===== src/core/rsfec_rx_pkg.sv =====
// constants and types shared by the receive fec control and status block
package rsfec_rx_pkg;

	// =====================================================
	// register port geometry
	localparam int          ADDR_W = 16;
	localparam int          DATA_W = 32;
	localparam int          IDX_W  = 14;

	// =====================================================
	// register indices, byte address is four times the index
	localparam logic [IDX_W-1:0] IDX_REVISION   = 14'h0d00;
	localparam logic [IDX_W-1:0] IDX_STRING0    = 14'h0d01;
	localparam logic [IDX_W-1:0] IDX_STRING1    = 14'h0d02;
	localparam logic [IDX_W-1:0] IDX_STRING2    = 14'h0d03;
	localparam logic [IDX_W-1:0] IDX_CONTROL    = 14'h0d04;
	localparam logic [IDX_W-1:0] IDX_LOCK       = 14'h0d05;
	localparam logic [IDX_W-1:0] IDX_FIXED_CNT  = 14'h0d06;
	localparam logic [IDX_W-1:0] IDX_UNFIX_CNT  = 14'h0d07;
	localparam logic [IDX_W-1:0] IDX_IRQ_STATUS = 14'h0d08;
	localparam logic [IDX_W-1:0] IDX_IRQ_ENABLE = 14'h0d09;
	localparam logic [IDX_W-1:0] IDX_IRQ_CLEAR  = 14'h0d0a;

	// =====================================================
	// field positions
	localparam int CTRL_BYPASS_BIT = 0;
	localparam int CTRL_RESYNC_BIT = 4;
	localparam int LOCK_BIT        = 0;

	// interrupt event bits
	localparam int EV_LOCK_GAINED = 0;
	localparam int EV_LOCK_LOST   = 1;
	localparam int EV_FIXED_CW    = 2;
	localparam int EV_UNFIX_CW    = 3;
	localparam int EV_COUNT       = 4;

	// =====================================================
	// reset values
	localparam logic [DATA_W-1:0]   CTRL_RESET    = 32'h0000_0000;
	localparam logic [DATA_W-1:0]   COUNT_RESET   = 32'h0000_0000;
	localparam logic [EV_COUNT-1:0] IRQ_RESET     = 4'h0;

	// identification words, values arbitrary
	localparam logic [DATA_W-1:0] REVISION_WORD = 32'h0001_0000;
	localparam logic [DATA_W-1:0] STRING_WORD0  = 32'h7278_6665;
	localparam logic [DATA_W-1:0] STRING_WORD1  = 32'h6364_6563;
	localparam logic [DATA_W-1:0] STRING_WORD2  = 32'h6f64_6531;

	// =====================================================
	// timing
	localparam int CLK_PERIOD_NS    = 8;
	localparam int RX_RESET_HOLD_NS = 64;
	localparam int RX_RESET_HOLD_CYCLES = (RX_RESET_HOLD_NS + CLK_PERIOD_NS - 1) / CLK_PERIOD_NS;
	localparam int HOLD_W = 4;

	// link supervision states
	typedef enum logic [1:0] {
		ST_WAIT_LOCK,
		ST_LOCKED,
		ST_RX_RESET
	} link_state_t;

endpackage


===== src/core/cw_sat_counter.sv =====
// saturating codeword counter that clears when read
`timescale 1ns/10ps
module cw_sat_counter
	import rsfec_rx_pkg::*;
(
	input  wire logic              clk_sys,
	input  wire logic              resetn,
	input  wire logic              countEvent,
	input  wire logic              readClear,
	output logic [DATA_W-1:0]      count
);

	// =====================================================
	// counter
	logic [DATA_W-1:0] count_r;

	// an event in the clearing cycle is kept, so none is lost
	always_ff @(posedge clk_sys)
	begin
		if (!resetn)
			count_r <= COUNT_RESET;
		else if (readClear)
			count_r <= {{(DATA_W-1){1'b0}}, countEvent};
		else if (countEvent && !(&count_r))
			count_r <= count_r + 32'h0000_0001;
	end

	assign count = count_r;

endmodule


===== src/core/rsfec_rx_control_status.sv =====
// control, status and codeword counters of the receive fec decoder
//
// Added by the designer: strobed register access.
`timescale 1ns/10ps

module rsfec_rx_control_status
	import rsfec_rx_pkg::*;
(
	input  wire logic                         clk_sys,
	input  wire logic                         resetn,
	input  wire logic [rsfec_rx_pkg::ADDR_W-1:0] regAddr,
	input  wire logic [rsfec_rx_pkg::DATA_W-1:0] regWrData,
	input  wire logic                         regWrEn,
	input  wire logic                         regRdEn,
	output logic      [rsfec_rx_pkg::DATA_W-1:0] regRdData,
	input  wire logic                         amLockIn,
	input  wire logic                         resyncAck,
	input  wire logic                         fixedCwStrobe,
	input  wire logic                         unfixableCwStrobe,
	output logic                              bypassCorrection,
	output logic                              resyncRequest,
	output logic                              pcsReady,
	output logic                              softRxReset,
	output logic                              irq
);

	// =====================================================
	// address decode
	function automatic logic hitIdx(input logic [ADDR_W-1:0] addr, input logic [IDX_W-1:0] idx);
		hitIdx = (addr[ADDR_W-1:2] == idx);
	endfunction

	logic ctrlWr;
	logic irqEnWr;
	logic irqClrWr;
	logic fixedRd;
	logic unfixRd;

	// writes to read-only words fall through without effect
	assign ctrlWr   = regWrEn && hitIdx(regAddr, IDX_CONTROL);
	assign irqEnWr  = regWrEn && hitIdx(regAddr, IDX_IRQ_ENABLE);
	assign irqClrWr = regWrEn && hitIdx(regAddr, IDX_IRQ_CLEAR);
	assign fixedRd  = regRdEn && hitIdx(regAddr, IDX_FIXED_CNT);
	assign unfixRd  = regRdEn && hitIdx(regAddr, IDX_UNFIX_CNT);

	// =====================================================
	// control word
	logic bypass_r;
	logic resync_r;

	// only bits 0 and 4 are stored, the rest is dropped
	always_ff @(posedge clk_sys)
	begin
		if (!resetn)
			bypass_r <= CTRL_RESET[CTRL_BYPASS_BIT];
		else if (ctrlWr)
			bypass_r <= regWrData[CTRL_BYPASS_BIT];
	end

	// a fresh write beats the aligner's acknowledge of the old request
	always_ff @(posedge clk_sys)
	begin
		if (!resetn)
			resync_r <= CTRL_RESET[CTRL_RESYNC_BIT];
		else if (ctrlWr)
			resync_r <= regWrData[CTRL_RESYNC_BIT];
		else if (resyncAck)
			resync_r <= 1'b0;
	end

	assign bypassCorrection = bypass_r;
	assign resyncRequest    = resync_r;

	// =====================================================
	// lock status and link supervision
	logic                lock_r;
	link_state_t         state_r;
	logic [HOLD_W-1:0]   holdCnt_r;
	logic                pcsReady_r;
	logic                softRxReset_r;

	// marker lock taken as a plain registered level
	always_ff @(posedge clk_sys)
	begin
		if (!resetn)
			lock_r <= 1'b0;
		else
			lock_r <= amLockIn;
	end

	// ready only while locked; a lost lock forces a timed receive reset
	always_ff @(posedge clk_sys)
	begin
		if (!resetn)
		begin
			state_r       <= ST_WAIT_LOCK;
			holdCnt_r     <= '0;
			pcsReady_r    <= 1'b0;
			softRxReset_r <= 1'b0;
		end
		else
		begin
			case (state_r)
				ST_WAIT_LOCK:
				begin
					if (lock_r)
					begin
						state_r    <= ST_LOCKED;
						pcsReady_r <= 1'b1;
					end
				end
				ST_LOCKED:
				begin
					if (!lock_r)
					begin
						state_r       <= ST_RX_RESET;
						pcsReady_r    <= 1'b0;
						softRxReset_r <= 1'b1;
						holdCnt_r     <= HOLD_W'(RX_RESET_HOLD_CYCLES - 1);
					end
				end
				ST_RX_RESET:
				begin
					if (holdCnt_r == '0)
					begin
						state_r       <= ST_WAIT_LOCK;
						softRxReset_r <= 1'b0;
					end
					else
						holdCnt_r <= holdCnt_r - HOLD_W'(1);
				end
				default:
				begin
					state_r       <= ST_WAIT_LOCK;
					pcsReady_r    <= 1'b0;
					softRxReset_r <= 1'b0;
				end
			endcase
		end
	end

	assign pcsReady    = pcsReady_r;
	assign softRxReset = softRxReset_r;

	// =====================================================
	// codeword counters
	logic [DATA_W-1:0] fixedCount;
	logic [DATA_W-1:0] unfixCount;

	// corrected codewords
	cw_sat_counter fixedCounter (
		.clk_sys    (clk_sys),
		.resetn     (resetn),
		.countEvent (fixedCwStrobe),
		.readClear  (fixedRd),
		.count      (fixedCount)
	);

	// uncorrectable codewords
	cw_sat_counter unfixCounter (
		.clk_sys    (clk_sys),
		.resetn     (resetn),
		.countEvent (unfixableCwStrobe),
		.readClear  (unfixRd),
		.count      (unfixCount)
	);

	// =====================================================
	// interrupt status, enable and clear
	logic [EV_COUNT-1:0] events;
	logic [EV_COUNT-1:0] irqStatus_r;
	logic [EV_COUNT-1:0] irqEnable_r;
	logic                irq_r;

	// lock edges seen one cycle early from the raw input
	assign events[EV_LOCK_GAINED] = amLockIn && !lock_r;
	assign events[EV_LOCK_LOST]   = !amLockIn && lock_r;
	assign events[EV_FIXED_CW]    = fixedCwStrobe;
	assign events[EV_UNFIX_CW]    = unfixableCwStrobe;

	// sticky bits; an event in the clearing cycle wins
	for (genvar i = 0; i < EV_COUNT; i++)
	begin : g_status
		always_ff @(posedge clk_sys)
		begin
			if (!resetn)
				irqStatus_r[i] <= IRQ_RESET[i];
			else if (events[i])
				irqStatus_r[i] <= 1'b1;
			else if (irqClrWr && regWrData[i])
				irqStatus_r[i] <= 1'b0;
		end
	end

	// enable mask
	always_ff @(posedge clk_sys)
	begin
		if (!resetn)
			irqEnable_r <= IRQ_RESET;
		else if (irqEnWr)
			irqEnable_r <= regWrData[EV_COUNT-1:0];
	end

	// registered level, trails the status by one cycle
	always_ff @(posedge clk_sys)
	begin
		if (!resetn)
			irq_r <= 1'b0;
		else
			irq_r <= |(irqStatus_r & irqEnable_r);
	end

	assign irq = irq_r;

	// =====================================================
	// read path
	logic [DATA_W-1:0] rdMux;
	logic [DATA_W-1:0] rdData_r;

	// unmapped and write-only words read zero
	always_comb
	begin
		rdMux = '0;
		case (regAddr[ADDR_W-1:2])
			IDX_REVISION:   rdMux = REVISION_WORD;
			IDX_STRING0:    rdMux = STRING_WORD0;
			IDX_STRING1:    rdMux = STRING_WORD1;
			IDX_STRING2:    rdMux = STRING_WORD2;
			IDX_CONTROL:
			begin
				rdMux[CTRL_BYPASS_BIT] = bypass_r;
				rdMux[CTRL_RESYNC_BIT] = resync_r;
			end
			IDX_LOCK:       rdMux[LOCK_BIT] = lock_r;
			IDX_FIXED_CNT:  rdMux = fixedCount;
			IDX_UNFIX_CNT:  rdMux = unfixCount;
			IDX_IRQ_STATUS: rdMux[EV_COUNT-1:0] = irqStatus_r;
			IDX_IRQ_ENABLE: rdMux[EV_COUNT-1:0] = irqEnable_r;
			default:        rdMux = '0;
		endcase
	end

	// data stand only in the cycle after the strobe
	always_ff @(posedge clk_sys)
	begin
		if (!resetn)
			rdData_r <= '0;
		else if (regRdEn)
			rdData_r <= rdMux;
		else
			rdData_r <= '0;
	end

	assign regRdData = rdData_r;

	// =====================================================
	// checks
	a_bypass_follows_write: assert property (@(posedge clk_sys) disable iff (!resetn)
		ctrlWr |=> bypassCorrection == $past(regWrData[CTRL_BYPASS_BIT]))
		else $error("bypass bit does not follow control write");

	a_resync_self_clear: assert property (@(posedge clk_sys) disable iff (!resetn)
		resyncRequest && resyncAck && !ctrlWr |=> !resyncRequest)
		else $error("resync request not cleared after acknowledge");

	a_resync_write_zero: assert property (@(posedge clk_sys) disable iff (!resetn)
		ctrlWr |=> resyncRequest == $past(regWrData[CTRL_RESYNC_BIT]))
		else $error("resync bit does not follow control write");

	a_lock_read_back: assert property (@(posedge clk_sys) disable iff (!resetn)
		regRdEn && hitIdx(regAddr, IDX_LOCK) |=> regRdData == {31'h0000_0000, $past(lock_r)})
		else $error("lock status read wrong");

	a_fixed_count_step: assert property (@(posedge clk_sys) disable iff (!resetn)
		fixedCwStrobe && !fixedRd && !(&fixedCount) |=> fixedCount == $past(fixedCount) + 32'h0000_0001)
		else $error("corrected codeword not counted");

	a_unfix_count_step: assert property (@(posedge clk_sys) disable iff (!resetn)
		unfixableCwStrobe && !unfixRd && !(&unfixCount) |=> unfixCount == $past(unfixCount) + 32'h0000_0001)
		else $error("uncorrected codeword not counted");

	a_count_read_clear: assert property (@(posedge clk_sys) disable iff (!resetn)
		(fixedRd && !fixedCwStrobe) or (&fixedCount && !fixedRd) |=> fixedCount == (&$past(fixedCount) && !$past(fixedRd) ? 32'hffff_ffff : 32'h0000_0000))
		else $error("counter neither cleared on read nor held at maximum");

	a_ident_word_read: assert property (@(posedge clk_sys) disable iff (!resetn)
		regRdEn && hitIdx(regAddr, IDX_STRING1) |=> regRdData == STRING_WORD1)
		else $error("identification word read wrong");

	a_ready_drop_loss: assert property (@(posedge clk_sys) disable iff (!resetn)
		pcsReady && !lock_r |=> !pcsReady && softRxReset)
		else $error("pcs ready kept after lock loss");

	a_rx_reset_length: assert property (@(posedge clk_sys) disable iff (!resetn)
		$rose(softRxReset) |-> softRxReset[*8] ##1 !softRxReset)
		else $error("soft receive reset length wrong");

	a_reserved_read_zero: assert property (@(posedge clk_sys) disable iff (!resetn)
		regRdEn && (hitIdx(regAddr, IDX_CONTROL) || hitIdx(regAddr, IDX_LOCK))
		|=> regRdData[31:5] == 27'h000_0000 && regRdData[3:1] == 3'h0)
		else $error("reserved bits read nonzero");

	// =====================================================
	// checks on holding behaviour, read clear pairing and the read port
	a_bypass_hold: assert property (@(posedge clk_sys) disable iff (!resetn)
		!ctrlWr |=> $stable(bypassCorrection))
		else $error("bypass bit changed without a control write");

	a_resync_held: assert property (@(posedge clk_sys) disable iff (!resetn)
		resyncRequest && !resyncAck && !ctrlWr |=> resyncRequest)
		else $error("resync request dropped before acknowledge");

	a_ready_needs_lock: assert property (@(posedge clk_sys) disable iff (!resetn)
		!pcsReady && !lock_r |=> !pcsReady)
		else $error("pcs ready raised without marker lock");

	a_reset_not_ready: assert property (@(posedge clk_sys) disable iff (!resetn)
		softRxReset |-> !pcsReady)
		else $error("pcs ready high during soft receive reset");

	a_unfix_read_clear: assert property (@(posedge clk_sys) disable iff (!resetn)
		unfixRd && !unfixableCwStrobe |=> unfixCount == 32'h0000_0000)
		else $error("uncorrected counter not cleared on read");

	a_clear_keeps_event: assert property (@(posedge clk_sys) disable iff (!resetn)
		fixedRd && fixedCwStrobe |=> fixedCount == 32'h0000_0001)
		else $error("codeword lost in the clearing cycle");

	a_irq_level: assert property (@(posedge clk_sys) disable iff (!resetn)
		(|(irqStatus_r & irqEnable_r)) |=> irq)
		else $error("interrupt not raised for enabled status");

	a_read_idle_zero: assert property (@(posedge clk_sys) disable iff (!resetn)
		!regRdEn |=> regRdData == 32'h0000_0000)
		else $error("read data not zero outside the answer cycle");

endmodule


===== config.mk =====
export PLATFORM = sky130hd
export DESIGN_NAME = rsfec_rx_control_status
export DESIGN_NICKNAME = d
export VERILOG_FILES = /design/src/core/rsfec_rx_pkg.sv /design/src/core/cw_sat_counter.sv /design/src/core/rsfec_rx_control_status.sv
export SDC_FILE = /design/constraint.sdc
export NUM_CORES = 1
export LEC_CHECK = 0
export BUFFER_PORTS_ARGS = -buffer_cell sky130_fd_sc_hd__buf_2
export CORE_UTILIZATION = 60
export DETAILED_ROUTE_END_ITERATION = 8
export PLACE_DENSITY = 0.84
export REMOVE_ABC_BUFFERS = 1
export SYNTH_ARGS = -nofsm -noshare
export SYNTH_HDL_FRONTEND = slang
export SYNTH_SLANG_ARGS = --single-unit

===== constraint.sdc =====
create_clock -name clk_sys -period 6.5 [get_ports clk_sys]
set_clock_uncertainty 0.15 [all_clocks]
set_input_delay 0.325 -clock clk_sys [delete_from_list [all_inputs] [get_ports clk_sys]]
set_output_delay 0.325 -clock clk_sys [all_outputs]
set_load 0.01 [all_outputs]

# Word level (Yosys, flattened, before mapping)

Cells that the tools add are included.

Add/sub/neg operators: 3
Equal/unequal tests: 17
Muxes and demuxes: 31
Bitwise operators: 4
Reductions and logical operators: 38

Operators with widths:

| cell                  | count |
|---|---|
| $pmux 27 s6           | 1 |
| $eq 14x12->1 const B  | 11 |
| $add 32x1->32 const B | 2 |
| $reduce_and 32->1     | 2 |
| $mux 1                | 18 |
| $pmux 3 s6            | 1 |
| $reduce_bool 2->1     | 8 |
| $logic_and 1x1->1     | 13 |
| $reduce_and 3->1      | 4 |
| $mux 4                | 2 |
| $ne 2x2->1 const B    | 4 |
| $pmux 4 s2            | 1 |
| $pmux 1 s7            | 1 |
| $mux 2                | 3 |
| $pmux 1 s3            | 2 |
| $pmux 2 s3            | 1 |
| $and 4x4->4           | 1 |
| $logic_not 1->1       | 4 |
| $logic_not 4->1       | 1 |
| $pmux 1 s4            | 1 |
| $reduce_or 2->1       | 2 |
| $reduce_or 4->1       | 1 |
| $sub 4x1->4 const B   | 1 |
| $not 1->1             | 3 |
| other kinds (5)       | 5 |

Register bits after elaboration: 116
Input port bits: 56
Output and inout bits: 37
Logic and storage cells: 111

# Depth between registers and ports, before layout

Word-level depth: 5
Mapped depth: 8
Gate-level depth less buffers: 7

# Cells and area by module

From an unflattened synthesis, not the netlist that was laid out.

Cell total of the unflattened synthesis: 712
Area, all modules: 5841.9 sq um

By module, submodules not included:

| module                  | instances | cells each | area each (sq um) | seq. area each (sq um) |
|---|---|---|---|---|
| cw_sat_counter          | 2         | 213        | 1689.1            | 640.6 |
| rsfec_rx_control_status | 1         | 286        | 2463.6            | 1041.0 |

# Worst setup path before layout

Ideal clock, no wire load.

Path type: flip-flop to flip-flop
Start: register unfixCounter.count_r[5] (netlist: unfixCounter.count[5])
End: register unfixCounter.count_r[29] (netlist: unfixCounter.count[29])
Setup time: 0.070 ns
Data arrival time: 2.127 ns
Data required time: 6.280 ns
Path slack: 4.153 ns
Cell stages (with the launch flop): 7
Buffers on the path: 1
Period minus slack after synthesis: 2.347 ns
Path through: dfxtp_1 > nand4_2 > or4_1 > buf_2 > or4_1 > or3_1 > a21oi_1

Cells in the longest elaborated chain, start to end: 3
Elaborated cells between the ends (all ways): 4
Those cells by class: add/sub: 1; reduce/logical: 3

RTL lines:

| element                                               | RTL line             | RTL |
|---|---|---|
| start, declared                                       | cw_sat_counter.sv:15 | `logic [DATA_W-1:0] count_r;` |
| start signal, assigned                                | cw_sat_counter.sv:23 | `count_r <= {{(DATA_W-1){1'b0}}, countEvent};` |
| start signal, assigned                                | cw_sat_counter.sv:25 | `count_r <= count_r + 32'h0000_0001;` |
| branches (longest 3 deep; another with $add 32x1->32) | n/a                  |  |

Parallel ways; which one is timed is not known.
A chain may end at the register's enable or synchronous reset.

# Worst setup path in the final report

Start: register unfixCounter.count_r[0] (netlist: unfixCounter.count[0])
End: register unfixCounter.count_r[22] (netlist: unfixCounter.count[22])

Same word-level chain as after synthesis.

==> flow_summary.rst <==
.. list-table::
   :header-rows: 1

   * - Metric
     - Value
   * - Status
     - complete, no violations
   * - Endpoint kind of the worst setup timing path
     - flip-flop
   * - CP cell instances
     - ha_1, nand3_1, nor3_2, nand4_1, or3_1, a21oi_1
   * - Number of ports placed on the die boundary
     - 93
   * - Fillcell total
     - 645
   * - Post-Place Cells
     - 795
   * - H-Tree Depth
     - 4
   * - Highest-count cells in the layout ignoring fill and taps
     - sky130_fd_sc_hd__dfxtp_1 (116), sky130_fd_sc_hd__buf_2 (63), sky130_fd_sc_hd__nor2_1 (57)
   * - Root Driver
     - sky130_fd_sc_hd__clkbuf_8
   * - CTS tree
     - done
   * - Number of design-rule violations left by the first detailed-router iteration
     - 671
   * - Worst VDD drop
     - approximately 230 uV
   * - Relative slew margins
     - 15.6%
   * - Final critical-path required period
     - 2.89 ns
   * - Gate Count Post-Synth
     - 654
   * - Initial cell density of the core
     - 62.5%
   * - Hold Fails Final Rpt
     - 0
   * - Number of I/O port buffers
     - 63
   * - Post-route non-filler standard cell count
     - ~830
   * - Remaining Overflow, GRT
     - 0
   * - Worst Path Arrival
     - 3.17 ns
   * - Clock transition at the registers of the reported paths
     - 0.06 ns
   * - Horiz. Die Dim
     - about 100 um
   * - Number of global-route vias before repair
     - about 5.1k
   * - Final antenna-violating net count
     - 0
   * - Clock Tree Buf Depth
     - 2
   * - Wire length of the first global-routing pass
     - 25,500 um
   * - Core area
     - 0.00876 mm2
   * - Clock buffers created by TritonCTS
     - 17
   * - Largest incremental delay on the critical path
     - 0.55 ns
   * - Maximum clock frequency
     - 347 MHz
   * - Drt pass-1 iters
     - 6
   * - Setup TNS
     - 0 ns
   * - Standard cell with the maximum stage delay on the critical path
     - sky130_fd_sc_hd__nor3_2
   * - Yosys synthesis warning count
     - 0
   * - Cell family with most CP delay
     - simple AND/OR/NAND/NOR gates
   * - Weighted congestion at the end of routability-driven global placement
     - between 0.9 and 1
   * - Post-route DRC violation count
     - 0
   * - Total buffers and inverters traversed by the critical path
     - 0
   * - Combinational family with the most area after synthesis
     - simple AND/OR/NAND/NOR gates
   * - Measured slew at the worst slew-check pin
     - 1.26 ns
   * - Compound-cell area share of the yosys netlist
     - 19.2%
   * - Adder-cell area share of the yosys netlist
     - 0.868%
   * - Post-synth EDFFs
     - 0
   * - Area grow syn2layout
     - 18.4%
   * - Count of standard-cell rows
     - 34
   * - Antenna violations before repair
     - 0
   * - Max_cap viols
     - 0
   * - Number of diodes added for antenna fixing
     - 0
   * - Syn avg cell area
     - between 8 and 9 um2
   * - Number of vias per cell after detailed routing
     - slightly below 7
   * - Minimum setup slack after placement
     - 3.41 ns
   * - Data required time at the worst endpoint
     - 6.78 ns
   * - Total wire length
     - 15,800 um
   * - Die span in y
     - around 98 um
   * - Synth unique cells
     - 52
   * - Count of final max-slew check failures
     - 0
   * - Number of synthesized register bits
     - 116
   * - Most common cell after layout, fill and taps aside
     - sky130_fd_sc_hd__dfxtp_1
   * - Crit path max fanout
     - 11
   * - Total standard cell area after synthesis
     - 0.00548 mm2
   * - Register area share after synthesis
     - 42.4%
   * - Routed wirelength normalized by instance count
     - 18.9 um
   * - Cell accounting for the most synthesized area
     - sky130_fd_sc_hd__dfxtp_1
   * - Leakage power summed over all cells
     - 2.29 nW
   * - Post-synth top area share
     - 42.4%
   * - Primary FF master, synth
     - sky130_fd_sc_hd__dfxtp_1
   * - Xor and xnor fraction of the mapped netlist area
     - 2.24%
   * - Die ar.
     - 0.00951 mm2
   * - Worst-Skew Late Latency
     - 0.52 ns
   * - RSZ-0062 raised after global routing
     - no
   * - Simple-gate area share of the yosys netlist
     - 29.5%
   * - Proportion of synthesized flip-flops having asynchronous set or reset
     - 0%
   * - Final setup violation count
     - 0
   * - Crit path setup slack, layout
     - 3.61 ns
   * - Kind of path behind the tightest hold check
     - in -> reg
   * - Global-route usage over all layers
     - 33.3%
   * - Most area-consuming cells after synthesis
     - sky130_fd_sc_hd__dfxtp_1 (42%), sky130_fd_sc_hd__a21oi_1 (4.8%), sky130_fd_sc_hd__nor2_1 (3.9%)
   * - Worst hold slack
     - 0.0249 ns
   * - Final-stage net count
     - 773
   * - Vias
     - 5,652
   * - Worst Setup Start Kind
     - flip-flop
   * - Sink count of the clock tree
     - 116
   * - Fraction of final layout cells with drive strength greater than 1
     - 14.5%
   * - Pin count of the biggest net entering global routing
     - 32
   * - Final clock period utilization by the worst path
     - 44.4%
   * - Total power density per cell area
     - between 200 and 300 mW/mm2
   * - Worst Setup Path Type
     - reg -> reg
   * - Portion of netlist area occupied by mux cells
     - approximately 2.4%
   * - Detailed placement HPWL
     - 10,400 um
## worst register-to-register path, stage by stage (launching register included)
cell and delay [ns]:
sky130_fd_sc_hd__dfxtp_1 0.48, sky130_fd_sc_hd__ha_1 0.25, sky130_fd_sc_hd__nand3_1 0.19, sky130_fd_sc_hd__nor3_2 0.55, sky130_fd_sc_hd__nand4_1 0.46, sky130_fd_sc_hd__or3_1 0.48, sky130_fd_sc_hd__a21oi_1 0.22
## final cells by class
cell class	count	area, um2	share of cell area [%]
flip-flops and latches	116	2320	35.8
well taps	108	135	2.08
repair buffers	74	418	6.44
clock inverters	8	98.8	1.52
inverters	14	52.6	0.810
clock buffers	23	487	7.51
multi-input cells	491	2970	45.8
## cells by family (layout without fill, tap and decap cells)
family | count (synthesis) | after routing
buf+inv | 47 | 119
simple gates | 298 | 298
mux | 12 | 12
xor+xnor | 14 | 14
flops | 116 | 116
compound gates | 163 | 163
fa+ha+maj | 4 | 4
## per-stage QoR
stage / total power, W / util, % / area [um2]
after floorplan: 0.000770 / - / 5350
after global placement: 0.000796 / 66.4 / 5820
after detailed placement: 0.000799 / 66.4 / 5820
after CTS: 0.00171 / 74.0 / 6480
after global routing: 0.00175 / 74.0 / 6480
final: 0.00172 / 74.0 / 6480
## cell usage after synthesis (5+ instances only)
| library cell | instances |
|---|---|
| sky130_fd_sc_hd__nor2_1 | 57 |
| sky130_fd_sc_hd__xnor2_1 | 10 |
| sky130_fd_sc_hd__a21oi_1 | 53 |
| sky130_fd_sc_hd__and3_1 | 13 |
| sky130_fd_sc_hd__a221oi_1 | 9 |
| sky130_fd_sc_hd__nand4_1 | 24 |
| sky130_fd_sc_hd__o31ai_1 | 15 |
| sky130_fd_sc_hd__nand3_1 | 37 |
| sky130_fd_sc_hd__mux2i_1 | 11 |
| sky130_fd_sc_hd__or4_1 | 27 |
| sky130_fd_sc_hd__nand2_1 | 56 |
| sky130_fd_sc_hd__or3_1 | 22 |
| sky130_fd_sc_hd__and2_1 | 6 |
| sky130_fd_sc_hd__o211ai_1 | 8 |
| sky130_fd_sc_hd__nor4_1 | 9 |
| sky130_fd_sc_hd__a22oi_1 | 12 |
| sky130_fd_sc_hd__inv_1 | 14 |
| sky130_fd_sc_hd__nor2b_1 | 5 |
| sky130_fd_sc_hd__a222oi_1 | 8 |
| sky130_fd_sc_hd__dfxtp_1 | 116 |
| sky130_fd_sc_hd__and4_1 | 16 |
| sky130_fd_sc_hd__o21ai_0 | 30 |
| sky130_fd_sc_hd__clkbuf_1 | 25 |
| sky130_fd_sc_hd__a31oi_1 | 10 |
| sky130_fd_sc_hd__nor3_1 | 11 |
## per-layer routing
metal / global-route usage (%) / wire [um] / share of wire (%)
met1: 44.6 / 6400 / 41
met4: 11.5 / 347 / 2.2
met5: 0 / 0 / 0
met3: 7.70 / 1590 / 10
met2: 52.9 / 7420 / 47
## sequential cells by signal (all words and copies together), names as in the netlist
signal,cells
fixedCounter.count,32
regRdData,32
unfixCounter.count,32
holdCnt_r,4
irqEnable_r,4
irqStatus_r,4
state_r,2
bypassCorrection,1
irq,1
lock_r,1
pcsReady,1
resyncRequest,1
softRxReset,1
## final timing paths
check | startpoint | end | slack [ns] | cells past startpoint
worst max register to register | unfixCounter.count[0] | unfixCounter.count[22] | 3.61 | 6
worst min-delay path | regRdEn | regRdData[0] | 0.02 | 3
worst max-delay path | unfixCounter.count[0] | unfixCounter.count[22] | 3.61 | 6
worst min register to register | softRxReset | softRxReset | 0.35 | 2
## power by group
part | total [W] | leakage (nW) | switching, W | internal [W]
clock network | 0.000927 | 0.286 | 0.000334 | 0.000593
registers | 0.000726 | 0.937 | 0.00000790 | 0.000718
logic | 0.0000633 | 1.07 | 0.0000398 | 0.0000235
## timing repair
item	4_1_cts	5_1_grt
endpoints found under the hold margin	9	0
setup buffers	0	0
gates resized for setup	0	0
hold buffers	8	0
Note: power is estimated with default switching activity, not from simulation.
